**config.mk**
```make
export PLATFORM = sky130hd
export DESIGN_NAME = aps_sequencer
export DESIGN_NICKNAME = d
export VERILOG_FILES = /design/src/pkg/aps_pkg.sv /design/src/logic/aps_sequencer.sv /design/src/logic/aps_gain_ramp.sv
export VERILOG_INCLUDE_DIRS = /design/src /design/src/pkg
export SDC_FILE = /design/constraint.sdc
export NUM_CORES = 1
export LEC_CHECK = 0
export BUFFER_PORTS_ARGS = -buffer_cell sky130_fd_sc_hd__buf_4
export CAP_MARGIN = 40
export CELL_PAD_IN_SITES_DETAIL_PLACEMENT = 0
export CELL_PAD_IN_SITES_GLOBAL_PLACEMENT = 2
export CORE_MARGIN = 2
export CORE_UTILIZATION = 35
export DETAILED_ROUTE_END_ITERATION = 10
export PLACE_DENSITY = 0.85
export SLEW_MARGIN = 20
export SYNTH_ARGS = -nofsm -noshare
export SYNTH_HDL_FRONTEND = slang
export SYNTH_SLANG_ARGS = --single-unit
export TNS_END_PERCENT = 50
```
**constraint.sdc**
```tcl
create_clock -name clock_i -period 4 [get_ports clock_i]
set_input_delay 0.8 -clock clock_i [delete_from_list [all_inputs] [get_ports clock_i]]
set_output_delay 0.8 -clock clock_i [all_outputs]
set_load 0.02 [all_outputs]
```
**src/pkg/aps_regs.svh**
```systemverilog
// Purpose: Register map and timing constants of the amp sequencer.
// Assumes: 25 MHz core clock; register port from the I2C slave logic.
// Notes:   Shared by the package user files through `include.
// Functional notes
// - Short: output off, retry every 110 us
// - Retries endless; normal run once short clears
// - Fault bit 3 sticky until host write
// - Shutdown pin high powers control logic up
// - Soft shutdown clear after pin power-up
// - Output stage enabled 5 ms after pin rise
// - Hardware start begins at default fixed gain
// - Gain held until input first passes gate
// - Soft shutdown release starts at latest gain
// - Playback gain changes stepped at set rate; with agc_on_i low the gain loads at once
// - Both channels off: gain held at fixed
// - Defaults allow playback without any writes
// - Channel bits 6, 7 gate speakers only
// - Soft shutdown bit 5 disables, keeps registers
// - Pin low: all off, registers defaulted
// - Gain increases spaced by release interval
// - Gain frozen while input below noise gate
`ifndef APS_REGS_SVH
`define APS_REGS_SVH

`define APS_CTRL_ADDR 8'h01
`define APS_LEFT_BIT 7
`define APS_RIGHT_BIT 6
`define APS_SWS_BIT 5
`define APS_FAULT_BIT 3
`define APS_CTRL_RESET 8'hc0
`define APS_CTRL_WMASK 8'he0
`define APS_DEFAULT_GAIN 5'h06
`define APS_GAIN_MAX 5'h1e

`define APS_CLK_KHZ 25000
`define APS_STARTUP_MS 5
`define APS_STARTUP_CYC (`APS_STARTUP_MS * `APS_CLK_KHZ)
`define APS_RETRY_US 110
`define APS_RETRY_CYC (`APS_RETRY_US * `APS_CLK_KHZ / 1000)
`define APS_TRY_CYC 16

`endif

```
**src/pkg/aps_pkg.sv**
```systemverilog
// Purpose: Types of the amp power and fault sequencer.
// Assumes: Constants live in aps_regs.svh.
// Notes:   Nothing here is imported; users write aps_pkg::name.
package aps_pkg;

  typedef enum logic [2:0] {
    APS_OFF,
    APS_START,
    APS_RUN,
    APS_SC_OFF,
    APS_SC_TRY
  } aps_state_t;

  typedef struct packed {
    logic wr;
    logic [7:0] addr;
    logic [7:0] wdata;
  } aps_reg_req_t;

  typedef struct packed {
    logic [4:0] gain;
    logic [23:0] since;
  } aps_ramp_st_t;

  typedef struct packed {
    logic [2:0] sync_a;
    logic [2:0] sync_b;
    aps_state_t state;
    logic [19:0] cnt;
    logic [7:0] ctrl;
    logic [7:0] rdata;
    logic gate_seen;
    logic out_en;
    logic left_on;
    logic right_on;
    logic ready;
  } aps_seq_st_t;

endpackage : aps_pkg

```
**src/logic/aps_sequencer.sv**
```systemverilog
// Purpose: Power-up, soft shutdown, channel enables, short recovery.
// Assumes: Register port driven by I2C logic on clock_i.
// Notes:   Pin and analog sense inputs pass two flops first.
`timescale 1ns/1ps
`include "aps_regs.svh"

module aps_sequencer #(
  parameter int STARTUP_CYCLES = `APS_STARTUP_CYC
) (
  input wire logic clock_i,              // Core clock, 25 MHz
  input wire logic sys_rst_i,            // Async reset, high
  input wire logic shutdown_pin_n_i,     // Shutdown pin, low = off
  input aps_pkg::aps_reg_req_t reg_req_i, // Register write request
  output logic [7:0] reg_rdata_o,        // Read data, one cycle late
  input wire logic short_detect_i,       // Output short sense
  input wire logic above_gate_i,         // Input above noise gate
  input wire logic agc_on_i,             // Gain control active
  input wire logic [4:0] fixed_gain_i,   // Fixed gain setting, dB
  input wire logic [23:0] attack_cyc_i,  // Attack interval, cycles
  input wire logic [23:0] release_cyc_i, // Release interval, cycles
  output logic out_stage_en_o,           // Class-D stage enable
  output logic left_channel_on_o,        // Left speaker amp on
  output logic right_channel_on_o,       // Right speaker amp on
  output logic [4:0] gain_o,             // Applied gain, dB
  output logic fault_o,                  // Sticky short fault
  output logic ready_o                   // Fully operational
);

  localparam logic [19:0] START_LAST = 20'(STARTUP_CYCLES - 1);
  localparam logic [19:0] RETRY_LAST = 20'(`APS_RETRY_CYC - 1);
  localparam logic [19:0] TRY_LAST = 20'(`APS_TRY_CYC - 1);

  aps_pkg::aps_seq_st_t s;
  aps_pkg::aps_seq_st_t n;

  logic pin_up;
  logic shorted;
  logic above;
  logic wr_ctrl;
  logic short_evt;
  logic ramp_load;
  logic [4:0] ramp_val;
  logic ramp_hold;

  // ----------------------------------------------------------------
  // Sequencer next state
  // ----------------------------------------------------------------
  always_comb begin
    n = s;
    // Only sync_b is read; sync_a feeds nothing else
    n.sync_a = {shutdown_pin_n_i, short_detect_i, above_gate_i};
    n.sync_b = s.sync_a;
    pin_up = s.sync_b[2];
    shorted = s.sync_b[1];
    above = s.sync_b[0];
    short_evt = 1'b0;

    wr_ctrl = reg_req_i.wr && (reg_req_i.addr == `APS_CTRL_ADDR);
    n.rdata = (reg_req_i.addr == `APS_CTRL_ADDR) ? s.ctrl : 8'h00;

    // Writes keep every other bit; fault is write-one-to-clear
    if (wr_ctrl) begin
      n.ctrl = (s.ctrl & ~`APS_CTRL_WMASK) |
               (reg_req_i.wdata & `APS_CTRL_WMASK);
      if (reg_req_i.wdata[`APS_FAULT_BIT]) begin
        n.ctrl[`APS_FAULT_BIT] = 1'b0;
      end
    end

    case (s.state)
      aps_pkg::APS_OFF: begin
        if (pin_up) begin
          n.state = aps_pkg::APS_START;
          n.cnt = 20'h0;
        end
      end
      aps_pkg::APS_START: begin
        n.cnt = s.cnt + 20'h1;
        if (s.cnt == START_LAST) begin
          n.state = aps_pkg::APS_RUN;
          n.cnt = 20'h0;
        end
      end
      aps_pkg::APS_RUN: begin
        if (shorted) begin
          short_evt = 1'b1;
          n.state = aps_pkg::APS_SC_OFF;
          n.cnt = 20'h0;
        end
      end
      aps_pkg::APS_SC_OFF: begin
        n.cnt = s.cnt + 20'h1;
        if (s.cnt == RETRY_LAST) begin
          n.state = aps_pkg::APS_SC_TRY;
          n.cnt = 20'h0;
        end
      end
      aps_pkg::APS_SC_TRY: begin
        n.cnt = s.cnt + 20'h1;
        if (shorted) begin
          short_evt = 1'b1;
          n.state = aps_pkg::APS_SC_OFF;
          n.cnt = 20'h0;
        end else if (s.cnt == TRY_LAST) begin
          n.state = aps_pkg::APS_RUN;
          n.cnt = 20'h0;
        end
      end
      default: begin
        n.state = aps_pkg::APS_OFF;
        n.cnt = 20'h0;
      end
    endcase

    // Set after the write clear so a short wins over a same-cycle clear write
    if (short_evt) begin
      n.ctrl[`APS_FAULT_BIT] = 1'b1;
    end

    if (s.state == aps_pkg::APS_RUN && above) begin
      n.gate_seen = 1'b1;
    end

    // Pin low acts like a reset of everything but the synchronisers
    if (!pin_up) begin
      n.state = aps_pkg::APS_OFF;
      n.cnt = 20'h0;
      n.ctrl = `APS_CTRL_RESET;
      n.rdata = 8'h00;
      n.gate_seen = 1'b0;
    end

    // Retry window drives the stage briefly: low duty while shorted
    n.out_en = (n.state == aps_pkg::APS_RUN ||
                n.state == aps_pkg::APS_SC_TRY) &&
               !n.ctrl[`APS_SWS_BIT];
    n.left_on = n.out_en && n.ctrl[`APS_LEFT_BIT];
    n.right_on = n.out_en && n.ctrl[`APS_RIGHT_BIT];
    n.ready = n.out_en && (n.state == aps_pkg::APS_RUN);
  end

  always_ff @(posedge clock_i or posedge sys_rst_i) begin
    if (sys_rst_i) begin
      s <= '0;
    end else begin
      s <= n;
    end
  end

  // ----------------------------------------------------------------
  // Gain start-up choice
  // ----------------------------------------------------------------
  // Loading every cycle while idle means the gain is already right
  // at the moment audio starts; no pacing is paid at release.
  always_comb begin
    ramp_load = 1'b1;
    ramp_val = fixed_gain_i;
    ramp_hold = !(s.gate_seen && above);
    if (s.state == aps_pkg::APS_OFF ||
        s.state == aps_pkg::APS_START) begin
      ramp_val = `APS_DEFAULT_GAIN;
    end else if (s.ctrl[`APS_SWS_BIT]) begin
      ramp_val = fixed_gain_i;
    end else if (!s.ctrl[`APS_LEFT_BIT] &&
                 !s.ctrl[`APS_RIGHT_BIT]) begin
      ramp_val = fixed_gain_i;
    end else if (!agc_on_i) begin
      ramp_val = fixed_gain_i;
    end else begin
      ramp_load = 1'b0;
    end
  end

  aps_gain_ramp u_ramp (
    .clock_i(clock_i),
    .sys_rst_i(sys_rst_i),
    .load_i(ramp_load),
    .load_val_i(ramp_val),
    .hold_i(ramp_hold),
    .target_i(fixed_gain_i),
    .attack_cyc_i(attack_cyc_i),
    .release_cyc_i(release_cyc_i),
    .gain_o(gain_o)
  );

  // ----------------------------------------------------------------
  // Outputs
  // ----------------------------------------------------------------
  assign reg_rdata_o = s.rdata;
  assign out_stage_en_o = s.out_en;
  assign left_channel_on_o = s.left_on;
  assign right_channel_on_o = s.right_on;
  assign fault_o = s.ctrl[`APS_FAULT_BIT];
  assign ready_o = s.ready;

  // ----------------------------------------------------------------
  // Checks
  // ----------------------------------------------------------------
  AST_SHORT_OFF: assert property (
    @(posedge clock_i) disable iff (sys_rst_i)
    (s.state == aps_pkg::APS_RUN && s.sync_b[1] && s.sync_b[2])
      |=> !s.out_en ##0 s.state == aps_pkg::APS_SC_OFF)
    else $error("short did not drop the output stage");

  AST_RETRY_TIME: assert property (
    @(posedge clock_i) disable iff (sys_rst_i)
    (s.state == aps_pkg::APS_SC_OFF && s.cnt == RETRY_LAST &&
     s.sync_b[2]) |=> s.state == aps_pkg::APS_SC_TRY)
    else $error("retry not taken at the interval");

  // A pin drop during the off span legally ends the attempt
  AST_RETRY_AGAIN: assert property (
    @(posedge clock_i) disable iff (sys_rst_i || !s.sync_b[2])
    (s.state == aps_pkg::APS_SC_TRY && s.sync_b[1] && s.sync_b[2])
      |=> s.state == aps_pkg::APS_SC_OFF ##1
      s.state == aps_pkg::APS_SC_OFF [*8])
    else $error("persisting short not retried");

  AST_RECOVER: assert property (
    @(posedge clock_i) disable iff (sys_rst_i)
    (s.state == aps_pkg::APS_SC_TRY && s.cnt == TRY_LAST &&
     !s.sync_b[1] && s.sync_b[2])
      |=> s.state == aps_pkg::APS_RUN)
    else $error("no recovery after short cleared");

  AST_FAULT_STICKY: assert property (
    @(posedge clock_i) disable iff (sys_rst_i)
    (s.ctrl[`APS_FAULT_BIT] && s.sync_b[2] &&
     !(reg_req_i.wr && reg_req_i.addr == `APS_CTRL_ADDR &&
       reg_req_i.wdata[`APS_FAULT_BIT]))
      |=> s.ctrl[`APS_FAULT_BIT])
    else $error("fault cleared without a write");

  AST_FAULT_SET: assert property (
    @(posedge clock_i) disable iff (sys_rst_i)
    (s.state == aps_pkg::APS_RUN && s.sync_b[1] && s.sync_b[2])
      |=> fault_o)
    else $error("short did not set fault");

  AST_STARTUP_QUIET: assert property (
    @(posedge clock_i) disable iff (sys_rst_i)
    (s.state == aps_pkg::APS_START) |-> !s.out_en && !s.ready)
    else $error("output stage on during start-up");

  AST_STARTUP_DONE: assert property (
    @(posedge clock_i) disable iff (sys_rst_i)
    (s.state == aps_pkg::APS_START && s.cnt == START_LAST &&
     s.sync_b[2]) |=> s.state == aps_pkg::APS_RUN)
    else $error("start-up did not finish on time");

  AST_PIN_LOW: assert property (
    @(posedge clock_i) disable iff (sys_rst_i)
    !s.sync_b[2] |=> s.ctrl == `APS_CTRL_RESET && !s.out_en &&
      s.state == aps_pkg::APS_OFF)
    else $error("pin low did not reset the block");

  AST_SOFT_OFF: assert property (
    @(posedge clock_i) disable iff (sys_rst_i)
    s.ctrl[`APS_SWS_BIT] |-> !s.out_en && !s.left_on && !s.right_on)
    else $error("soft shutdown left output on");

  AST_CHANNEL: assert property (
    @(posedge clock_i) disable iff (sys_rst_i)
    (s.left_on == (s.out_en && s.ctrl[`APS_LEFT_BIT])) &&
    (s.right_on == (s.out_en && s.ctrl[`APS_RIGHT_BIT])))
    else $error("channel enable mismatch");

  AST_SOFT_RELEASE: assert property (
    @(posedge clock_i) disable iff (sys_rst_i)
    ($fell(s.ctrl[`APS_SWS_BIT]) && $past(s.state) == aps_pkg::APS_RUN)
      |-> gain_o == $past(fixed_gain_i))
    else $error("soft release not at latest gain");

  AST_HW_GAIN: assert property (
    @(posedge clock_i) disable iff (sys_rst_i)
    (s.state == aps_pkg::APS_START) |=> gain_o == `APS_DEFAULT_GAIN)
    else $error("hardware start not at default gain");

endmodule : aps_sequencer

```
**src/logic/aps_gain_ramp.sv**
```systemverilog
// Purpose: Gain stepper, 1 dB per step, paced by attack and release.
// Assumes: Interval inputs are in clock cycles.
// Notes:   Load wins over hold; hold freezes stepping only.
`timescale 1ns/1ps
`include "aps_regs.svh"

module aps_gain_ramp (
  input wire logic clock_i,            // Core clock
  input wire logic sys_rst_i,          // Async reset, high
  input wire logic load_i,             // Jump to load value now
  input wire logic [4:0] load_val_i,   // Gain taken on load
  input wire logic hold_i,             // Freeze stepping
  input wire logic [4:0] target_i,     // Gain to step toward
  input wire logic [23:0] attack_cyc_i,  // Least cycles between drops
  input wire logic [23:0] release_cyc_i, // Least cycles between rises
  output logic [4:0] gain_o            // Current gain, dB
);

  aps_pkg::aps_ramp_st_t s;
  aps_pkg::aps_ramp_st_t n;
  logic [4:0] tgt;
  logic rise_ok;
  logic fall_ok;

  // ----------------------------------------------------------------
  // Step logic
  // ----------------------------------------------------------------
  always_comb begin
    n = s;
    tgt = (target_i > `APS_GAIN_MAX) ? `APS_GAIN_MAX : target_i;
    rise_ok = ({1'b0, s.since} + 25'h1) >= {1'b0, release_cyc_i};
    fall_ok = ({1'b0, s.since} + 25'h1) >= {1'b0, attack_cyc_i};
    if (s.since != 24'hffffff) begin
      n.since = s.since + 24'h1;
    end
    if (load_i) begin
      n.gain = load_val_i;
      n.since = 24'h0;
    end else if (!hold_i) begin
      if (tgt > s.gain && rise_ok) begin
        n.gain = s.gain + 5'h1;
        n.since = 24'h0;
      end else if (tgt < s.gain && fall_ok) begin
        n.gain = s.gain - 5'h1;
        n.since = 24'h0;
      end
    end
  end

  always_ff @(posedge clock_i or posedge sys_rst_i) begin
    if (sys_rst_i) begin
      s <= '0;
    end else begin
      s <= n;
    end
  end

  assign gain_o = s.gain;

  // ----------------------------------------------------------------
  // Checks
  // ----------------------------------------------------------------
  AST_RISE_SPACING: assert property (
    @(posedge clock_i) disable iff (sys_rst_i)
    (!$past(load_i) && s.gain > $past(s.gain)) |->
      ({1'b0, $past(s.since)} + 25'h1) >= {1'b0, $past(release_cyc_i)})
    else $error("gain rose before release interval");

  AST_GATE_FREEZE: assert property (
    @(posedge clock_i) disable iff (sys_rst_i)
    (hold_i && !load_i) |=> $stable(s.gain))
    else $error("gain moved while held");

  AST_ONE_STEP: assert property (
    @(posedge clock_i) disable iff (sys_rst_i)
    !load_i |=> (s.gain == $past(s.gain) ||
      s.gain == $past(s.gain) + 5'h1 || s.gain == $past(s.gain) - 5'h1))
    else $error("gain jumped more than one step");

endmodule : aps_gain_ramp

```
* Word level (Yosys, flattened, before mapping)
Index checks and enable logic that the tools add are counted.
** Storage, ports and cells
- Register bits after elaboration :: 79
- Input port bits :: 76
- Output and inout port bits :: 18
- Logic and storage cells :: 86
** Cells by class
- Add/subtract/negate cells :: 5
- Magnitude comparators :: 5
- Equal/unequal tests :: 15
- Muxes and demuxes :: 25
- Bitwise logic cells :: 1
- Reduce and logical (&&, ||, !) cells :: 20
** Operators by type and width (number)
- 2-to-1 mux 29 bit :: 4
- 2-to-1 mux 23 bit :: 5
- case mux 23 bit (5 select lines) :: 1
- >= comparator 25 x 24 -> 1 bit :: 2
- 2-to-1 mux 40 bit :: 1
- adder 24 x 1 -> 25 bit (second input constant) :: 1
- adder 24 x 1 -> 24 bit (second input constant) :: 1
- 2-to-1 mux 24 bit :: 1
- != test 24 bit (second input constant) :: 1
- adder 20 x 1 -> 20 bit (second input constant) :: 1
- == test 20 x 12 -> 1 bit (second input constant) :: 1
- == test 20 x 17 -> 1 bit (second input constant) :: 1
- == test 20 x 4 -> 1 bit (second input constant) :: 1
- 2-to-1 mux 8 bit :: 2
- logical AND 1 bit :: 10
- 2-to-1 mux 5 bit :: 2
- == test 3 x 2 -> 1 bit (second input constant) :: 3
- 2-to-1 mux 1 bit :: 9
- == test 8 x 1 -> 1 bit (second input constant) :: 1
- OR 5 x 8 -> 8 bit :: 1
- == test 3 bit (second input constant) :: 2
- adder 5 x 1 -> 5 bit (second input constant) :: 1
- greater-than comparator 5 bit :: 1
- greater-than comparator 5 bit (second input constant) :: 1
- other kinds (13) :: 17

* Logic depth before layout (Yosys ltp)
Gate-level depths: netlist (run 1).
- Depth after elaboration :: 9
- Gate-level depth with buffers :: 18
- Gate-level depth less buffers :: 16

* By module
A second synthesis (run 1) with hierarchy kept.
** Second synthesis, totals
- Cell total of the unflattened synthesis :: 617
- Area, all modules :: 5336.4 um^2
** By module, submodules not included
- aps_gain_ramp :: times used 1, cells an instance 382, area each 3067.9 um^2, seq. area each 725.7 um^2
- aps_sequencer :: times used 1, cells an instance 235, area each 2268.4 um^2, seq. area each 1076.0 um^2

* Worst setup path before layout (run 1)
No wires, ideal clock.
- Path type :: register -> register
- Start :: register u_ramp.s[0] (netlist name)
- End :: register u_ramp.s (netlist bit u_ramp.gain_o[2])
- Setup time :: 129 ps
- Data arrival time :: 3203 ps
- Data required time :: 3871 ps
- Slack :: 668 ps
- Stages on the path, launching flop included :: 14
- Clock period less this slack :: 3332 ps
- Path through :: dfrtp_1 ha_1 nand3_1 nor4_4 nand2_1 xnor2_1 ha_1 a21o_1 a221oi_1 nand4_2 nand3_1 o221a_1 a31oi_1 a2111o_1
** On the way
- Longest elaborated chain between the ends :: 6
- Elaborated cells on any way between the ends :: 10
- Classes of those cells :: add/sub: 1; order compare: 2; mux: 3; reduce/logical: 4
** RTL lines
- from (decl) :: line aps_gain_ramp.sv:19 : aps_pkg::aps_ramp_st_t s;
- from (signal assigned) :: line aps_gain_ramp.sv:54 : s <= n;
- adder 24 x 1 -> 25 bit (*) :: line aps_gain_ramp.sv:31, aps_gain_ramp.sv:32
- >= comparator 25 x 24 -> 1 bit :: line aps_gain_ramp.sv:31 : rise_ok = ({1'b0, s.since} + 25'h1) >= {1'b0, release_cyc_i};
- logical AND 1 bit :: line aps_gain_ramp.sv:40 : if (tgt > s.gain && rise_ok) begin
- 2-to-1 mux 29 bit :: line aps_gain_ramp.sv:40
- 2-to-1 mux 29 bit :: line aps_gain_ramp.sv:39 : end else if (!hold_i) begin
- 2-to-1 mux 29 bit :: line aps_gain_ramp.sv:36 : if (load_i) begin
Every way passes the cells marked *; elsewhere a longest branch is shown, timed or not. The select of a mux whose other input is x is not followed.
A chain may end at the register's enable or synchronous reset.

* Final worst setup path (run 1)
- Start :: register u_ramp.s[6] (netlist name)
- End :: register u_ramp.s (netlist bit u_ramp.gain_o[2])
The elaborated chain is that of the path after synthesis.

==> flow_metrics.py, run 1 <==
metrics = {
    "pwr": {
        "switchingPower_mw": 0.3811,
        "power_frac_seq_pct": 42.9,
        "p_per_area_nw_per_um2": 261.1,
        "power.share.combinational_pct": 8.5,
        "power_frac_clock_pct": 48.6,
        "vdd_drop_max_mv": 0.2320,
        "power_mw": 1.731,
        "p_int_mw": 1.350,
        "p_leak_nw": 3.496,
        "swShare_pct": 22.01,
    },
    "timing": {
        "skew_ns": 0.005039,
        "worst_pin_slew_ns": 0.5093,
        "finalHoldViolCount": 0,
        "period_share_pct": 92.68,
        "min_period_ns": 3.707,
        "holdWs_ns": 0.3467,
        "fin_tns_setup_ns": 0,
        "drv_slew": 0,
        "setup_viol": 0,
        "rsz0062_at_grt": "false",
        "relSlewSlack_pct": 66.05,
        "fmax_mhz": 269.7,
    },
    "placement": {
        "place_congestion": 0.8658,
        "hpwl_um": 10020,
        "port_buffers": 89,
    },
    "clock_tree": {
        "cts_hold_buf": 0,
        "htreeDepth": 3,
        "clkSlewWorstSetupHoldPaths_ns": 0.06,
        "clkLatencyLatePin_ns": 0.33,
        "numCtsBuffers": 9,
        "clock-sinks": 72,
        "tritoncts": "done",
        "clockRootBuffer": "clkbuf_16",
        "clockBufferDepth": 2,
    },
    "cells_and_area": {
        "area_growth_pct": 25.95,
        "regArea_sq_um": 1802,
        "diodes": 0,
        "fillers": 1395,
        "multi_input_area_sq_um": 3069,
        "drive_gt1_share_pct": 24.96,
        "nets": 827,
    },
    "yosys": {
        "synth_compound_area_share_pct": 16.16,
        "synthXorXnorAreaFrac_pct": 6.488,
        "synth-edff-count": 0,
        "synth_top_family_by_area": "simple AND/OR/NAND/NOR gates",
        "async_flop_share_pct": 100.0,
        "syn_avg_cell_area_sq_um": 9.031,
        "synth-simple-area-share_pct": 20.46,
        "synth.area.mux_share_pct": 0.7842,
        "syn-cell-area_sq_um": 5265,
        "synth_cell_types": 65,
        "synth_fa_ha_area_share_pct": 13.78,
        "synth_seq_area_share_pct": 34.22,
        "synth-main-ff-cell": "dfrtp_1",
        "synthCells": 583,
        "syn_nets": 717,
        "synth_warnings": 0,
        "ys_ff_latch": 72,
    },
    "route": {
        "dr.pass1.iters": 4,
        "vias": 4545,
        "drcViolationCount": 0,
        "routedWlPerCell_um": 14.61,
        "viasPerCell": 5.159,
        "drtIter0Drc": 232,
        "drt-total-wl_um": 12870,
        "ant_nets": 0,
    },
    "critical_path": {
        "worstSetupPathType": "reg2reg",
        "cp_max_fo": 5,
        "required_ns": 4.21,
        "r2r_setup_slack_ns": 0.29,
        "worst_ep_arrival_time_ns": 3.92,
        "crit_path_start_kind": "flop",
        "end_kind": "flop",
    },
    "floorplanning": {
        "die_height_um": 126.7,
        "dieArea_sq_um": 16040,
        "start_util_pct": 36.09,
        "row_count": 44,
        "coreArea_sq_um": 14590,
        "ios": 94,
        "die_w_um": 126.7,
    },
    "grt": {
        "grt_usage_pct": 16.64,
        "grt_start_max_net_pins": 39,
        "grt_pass1_vias": 4685,
        "grt_pass1_wl_um": 21980,
        "antenna_found_initial": 0,
        "overflow": 0,
    },
    "job": {
        "cap_viol_max_count": 0,
    },
    "worst_hold_path": {
        "worstHoldPathType": "reg2reg",
    },
    "status": {
        "outcome": "finished clean",
    },
}
==> flip-flops by register name, summed over array words and instances (netlist names) <==
register            flops
reg_rdata_o             5
ready_o                 1
n                       3
pin_up                  1
s                      28
right_channel_on_o      1
above                   1
u_ramp.gain_o           5
left_channel_on_o       1
fault_o                 1
u_ramp.s               24
out_stage_en_o          1
==> final timing paths <==
check	from	to	cells after the start
setup / recovery	u_ramp.s[6]$_DFF_PP0_	u_ramp.gain_o[2]$_DFFE_PP0P_	18
hold / removal	n[46]$_DFF_PP0_	pin_up$_DFF_PP0_	0
setup reg to reg	u_ramp.s[6]$_DFF_PP0_	u_ramp.gain_o[2]$_DFFE_PP0P_	18
hold reg to reg	n[46]$_DFF_PP0_	pin_up$_DFF_PP0_	0
max in group asynchronous	sys_rst_i	u_ramp.gain_o[4]$_DFFE_PP0P_	3
min in group asynchronous	sys_rst_i	s[23]$_DFFE_PP0P_	2
==> layout make-up <==
cell class / instances / share of cell area (%)
inverter: 61 / 3.453
clock inverter: 6 / 1.283
multi-input combinational: 418 / 46.28
clock buffer: 9 / 3.396
timing repair buffer: 131 / 14.94
sequential: 72 / 27.17
tap: 184 / 3.472
==> kinds of logic after synthesis <==
family                     after synthesis
xor gates and xnor gates                39
AOI/OAI and AO/OA                      120
buffers and inverters                   93
and+or+nand+nor                        196
other                                    1
DFF                                     72
adders and majority gates               58
muxes                                    4
==> critical path, stage by stage (launching register included) <==
cell	delay [ns]
dfrtp_1	0.33
and4_1	0.24
nand2_1	0.07
nor2_1	0.13
and3_1	0.20
and2_2	0.22
nand4_1	0.13
xnor2_1	0.28
ha_1	0.30
nand3_1	0.18
buf_4	0.15
nor3_1	0.04
a22oi_1	0.26
nand4_2	0.17
buf_4	0.17
nand3_1	0.10
o221a_1	0.19
a31oi_1	0.05
a2111o_1	0.39
==> cell usage in the layout, fill, tap and decap left out, types with 6 or more instances in the layout <==
| cell type | count |
|---|---|
| nor2_1 | 42 |
| nand2_1 | 41 |
| xor2_1 | 19 |
| ha_1 | 58 |
| nor3_1 | 11 |
| xnor2_1 | 19 |
| nand3_1 | 27 |
| and3_1 | 10 |
| a211oi_1 | 6 |
| dfrtp_1 | 72 |
| and4_1 | 6 |
| buf_4 | 130 |
| o211a_1 | 17 |
| clkbuf_16 | 9 |
| a21oi_1 | 26 |
| inv_1 | 60 |
| o21ai_0 | 28 |
| nand4_1 | 24 |
==> repair_timing <==
action | 4_1_cts | 5_1_grt
gates resized for setup | 0 | 5
setup endpoints to repair | 0 | 29
buffers inserted | 0 | 1
==> cell usage after synthesis (4+ instances only) <==
cell type | n | area [sq um]
o21ba_2 | 4 | 40.04
dfrtp_1 | 72 | 1802
and3_1 | 10 | 62.56
o21ai_0 | 28 | 140.1
nor2_1 | 42 | 157.7
a211oi_1 | 6 | 45.04
nor2b_1 | 5 | 31.28
xnor2_1 | 19 | 166.4
and4_1 | 6 | 52.55
ha_1 | 58 | 725.7
nand3_1 | 27 | 135.1
o211a_1 | 17 | 170.2
buf_4 | 14 | 105.1
a31oi_1 | 5 | 31.28
o31ai_1 | 4 | 30.03
nor3_1 | 12 | 60.06
nand2_1 | 41 | 153.9
inv_1 | 61 | 229.0
xor2_1 | 20 | 175.2
clkbuf_1 | 11 | 41.29
nand4_1 | 24 | 150.1
a21oi_1 | 26 | 130.1
==> power by group through the flow <==
stage / clock network, mW / logic, mW / registers (mW)
after floorplan: 0 / 0.0728 / 0.754
after global placement: 0 / 0.143 / 0.756
after detailed placement: 0 / 0.149 / 0.756
after CTS: 0.864 / 0.149 / 0.743
after global routing: 0.901 / 0.167 / 0.744
final: 0.842 / 0.146 / 0.743
==> routing by layer <==
layer / vias up / part of all wire [%] / global-route usage [%]
li1: 2284 / - / -
met1: 2151 / 45 / 21.76
met2: 102 / 49 / 28.44
met3: 8 / 4.5 / 3.248
met4: 0 / 0.92 / 3.943
met5: - / 0 / 0
==> stage by stage <==
stage	cell area, sq um	setup slack [ns]	cells	utilization (%)
2_1_floorplan	5265	0.6685	583	-
3_3_place_gp	6270	0.1655	864	42.98
3_5_place_dp	6270	0.1221	864	42.98
4_1_cts	6580	0.08961	879	45.10
5_1_grt	6631	0.01146	881	45.45
6_report	6631	0.2927	881	45.45
No activity file was read; power rests on OpenSTA's default activity.
==> inputs of run 2 (changes only) <==
CAP_MARGIN = 20   (was 40)
CTS_BUF_LIST = sky130_fd_sc_hd__clkbuf_16   (was default)
==> run 2 against run 1 <==
Net effect:
- worst setup slack got worse by 0.0081 ns
- sequential power barely moved
- first-iteration DRC count fell by 15%
- clock skew fell by 0.0011 ns
- register-to-register slack barely moved
- critical path type unchanged
- highest routed layer unchanged
==> flow_metrics.py, run 2 (same netlist as run 1, synthesis figures left out) <==
metrics = {
    "pwr": {
        "swShare_pct": 21.89,
        "power_frac_seq_pct": 43.0,
        "switchingPower_mw": 0.3784,
        "p_leak_nw": 3.489,
        "p_per_area_nw_per_um2": 261.3,
        "p_int_mw": 1.350,
        "power_frac_clock_pct": 48.6,
        "vdd_drop_max_mv": 0.2320,
        "power.share.combinational_pct": 8.5,
    },
    "route": {
        "drcViolationCount": 0,
        "vias": 4529,
        "dr.pass1.iters": 5,
        "routedWlPerCell_um": 14.58,
        "ant_nets": 0,
        "drt-total-wl_um": 12830,
        "drtIter0Drc": 198,
        "viasPerCell": 5.147,
    },
    "clock_tree": {
        "clockBufferDepth": 2,
        "cts_hold_buf": 0,
        "clkLatencyLatePin_ns": 0.33,
        "htreeDepth": 3,
        "numCtsBuffers": 9,
        "tritoncts": "done",
        "clockRootBuffer": "clkbuf_16",
        "clock-sinks": 72,
        "clkSlewWorstSetupHoldPaths_ns": 0.06,
    },
    "floorplanning": {
        "die_w_um": 126.7,
        "coreArea_sq_um": 14590,
        "start_util_pct": 36.09,
        "ios": 94,
        "row_count": 44,
        "die_height_um": 126.7,
        "dieArea_sq_um": 16040,
    },
    "critical_path": {
        "worstReg2RegEnd": "u_ramp.gain_o[2]$_DFFE_PP0P_",
        "crit_chain": "and4_1, nand2_1, nor2_1, and3_1, and2_2, nand4_1, xnor2_1, ha_1, nand3_1, buf_4, nor3_1, a22oi_1, nand4_2, buf_4, nand3_1, o221a_1, a31oi_1, a2111o_1",
        "crit_path_start_kind": "flop",
        "r2r.worst_path.cells": 18,
        "cp_max_fo": 5,
        "required_ns": 4.21,
        "max_stage_delay_ns": 0.39,
        "r2r_start": "u_ramp.s[6]$_DFF_PP0_",
        "worst_ep_arrival_time_ns": 3.92,
        "r2r_setup_slack_ns": 0.28,
        "worstSetupPathType": "reg2reg",
        "timing.critical_path.slowest_stage_cell": "a2111o_1",
        "worstSetupStartpoint": "u_ramp.s[6]$_DFF_PP0_",
        "end_kind": "flop",
    },
    "grt": {
        "grt_pass1_wl_um": 21980,
        "overflow": 0,
        "use_met3_pct": 3.248,
        "antenna_found_initial": 0,
        "use_met2_pct": 28.44,
        "top_usage_layer": "met2",
        "grt_usage_pct": 16.64,
        "grtUsageMet1_pct": 21.76,
        "grt_start_max_net_pins": 39,
        "grt_pass1_vias": 4685,
    },
    "timing": {
        "setup_viol": 0,
        "fin_tns_setup_ns": 0,
        "finalHoldViolCount": 0,
        "min_period_ns": 3.715,
        "fmax_mhz": 269.2,
        "worst_pin_slew_ns": 0.9048,
        "rsz0062_at_grt": "false",
        "skew_ns": 0.003899,
        "layout_setup_ws_ns": 0.2847,
        "drv_slew": 0,
        "relSlewSlack_pct": 39.68,
        "period_share_pct": 92.88,
    },
    "job": {
        "cap_viol_max_count": 0,
    },
    "cells_and_area": {
        "regArea_sq_um": 1802,
        "fillers": 1399,
        "final_cell_area_sq_um": 6616,
        "largest_register_ffs": 28,
        "reg_top3": "s (28), u_ramp.s (24)",
        "diodes": 0,
        "mostFrequentLayoutCells": "buf_4 (130), dfrtp_1 (72), inv_1 (60), ha_1 (58), nor2_1 (42)",
        "nets": 826,
        "area_growth_pct": 25.67,
        "final_common_cell": "buf_4",
        "regMostFlops": "s",
        "multi_input_area_sq_um": 3069,
        "drive_gt1_share_pct": 24.86,
    },
    "worst_hold_path": {
        "hold_end": "pin_up$_DFF_PP0_",
        "min_from": "n[46]$_DFF_PP0_",
        "worstHoldPathType": "reg2reg",
        "min_path_cells": 0,
    },
    "placement": {
        "hpwl_um": 10020,
        "dpl_cell_area_sq_um": 6270,
        "pre_cts_ws_ns": 0.1221,
        "port_buffers": 89,
        "place_congestion": 0.8658,
    },
    "status": {
        "outcome": "finished clean",
    },
}
[run 2: cell count changes in the layout (fill, tap and decap cells not counted)]
cell | previous run | this run
buf_8 | 1 | 0
[run 2: power by group through the flow]
stage | Clock (mW) | Combinational [mW] | Sequential (mW)
6_report | 0.840 | 0.146 | 0.743
5_1_grt | 0.901 | 0.167 | 0.744
4_1_cts | 0.864 | 0.149 | 0.743
3_5_place_dp | 0 | 0.149 | 0.756
3_3_place_gp | 0 | 0.143 | 0.756
2_1_floorplan | 0 | 0.0728 | 0.754
[run 2: worst max path at each step]
| stage | to | slack, ns |
|---|---|---|
| 6_report | u_ramp.gain_o[2]$_DFFE_PP0P_ | 0.28 |
| 5_1_grt | u_ramp.gain_o[3]$_DFFE_PP0P_ | 0.01 |
| 4_1_cts | u_ramp.gain_o[1]$_DFFE_PP0P_ | 0.09 |
| 3_5_place_dp | u_ramp.gain_o[1]$_DFFE_PP0P_ | 0.12 |
| 3_3_place_gp | u_ramp.gain_o[2]$_DFFE_PP0P_ | 0.17 |
| 2_1_floorplan | u_ramp.gain_o[2]$_DFFE_PP0P_ | 0.67 |
[run 2: metrics by stage]
step                      util [%]  cells  hold WS, ns  power, mW
final                        45.35    880       0.3467      1.729
after CTS                    45.10    879       0.3503      1.756
after global routing         45.35    880       0.3508      1.811
after global placement       42.98    864       0.3336     0.8993
after floorplan                  -    583       0.3312     0.8264
after detailed placement     42.98    864       0.3364     0.9043
[run 2: worst max-delay path: cells and delay by family (launching register included)]
family | cells | cell delay (ns)
AND/OR/NAND/NOR | 10 | 1.47
buffers and inverters | 2 | 0.32
adder cells (fa/ha/maj) | 1 | 0.31
flip-flops | 1 | 0.34
AO/OA/AOI/OAI | 4 | 0.89
XOR/XNOR | 1 | 0.28
[run 2: cell type report]
type                    instances  area share, %
multi-input cells             418          46.39
well taps                     184          3.480
clock inverters                 6          1.286
flip-flops and latches         72          27.23
clock buffers                   9          3.404
repair buffers                130          14.75
inverters                      61          3.461
[run 2: metal layers]
| metal | up-vias | wire, um | part of all wire, % |
|---|---|---|---|
| li1 | 2279 | - | - |
| met1 | 2139 | 5723 | 45 |
| met2 | 102 | 6353 | 50 |
| met3 | 9 | 639 | 5.0 |
| met4 | 0 | 111 | 0.87 |
| met5 | - | 0 | 0 |
[run 2: what timing repair did]
| item | CTS | global route |
|---|---|---|
| endpoints found under the hold margin | 0 | 0 |
| setup endpoints to repair | 0 | 29 |
| setup buffers | 0 | 1 |
| gates resized for setup | 0 | 5 |
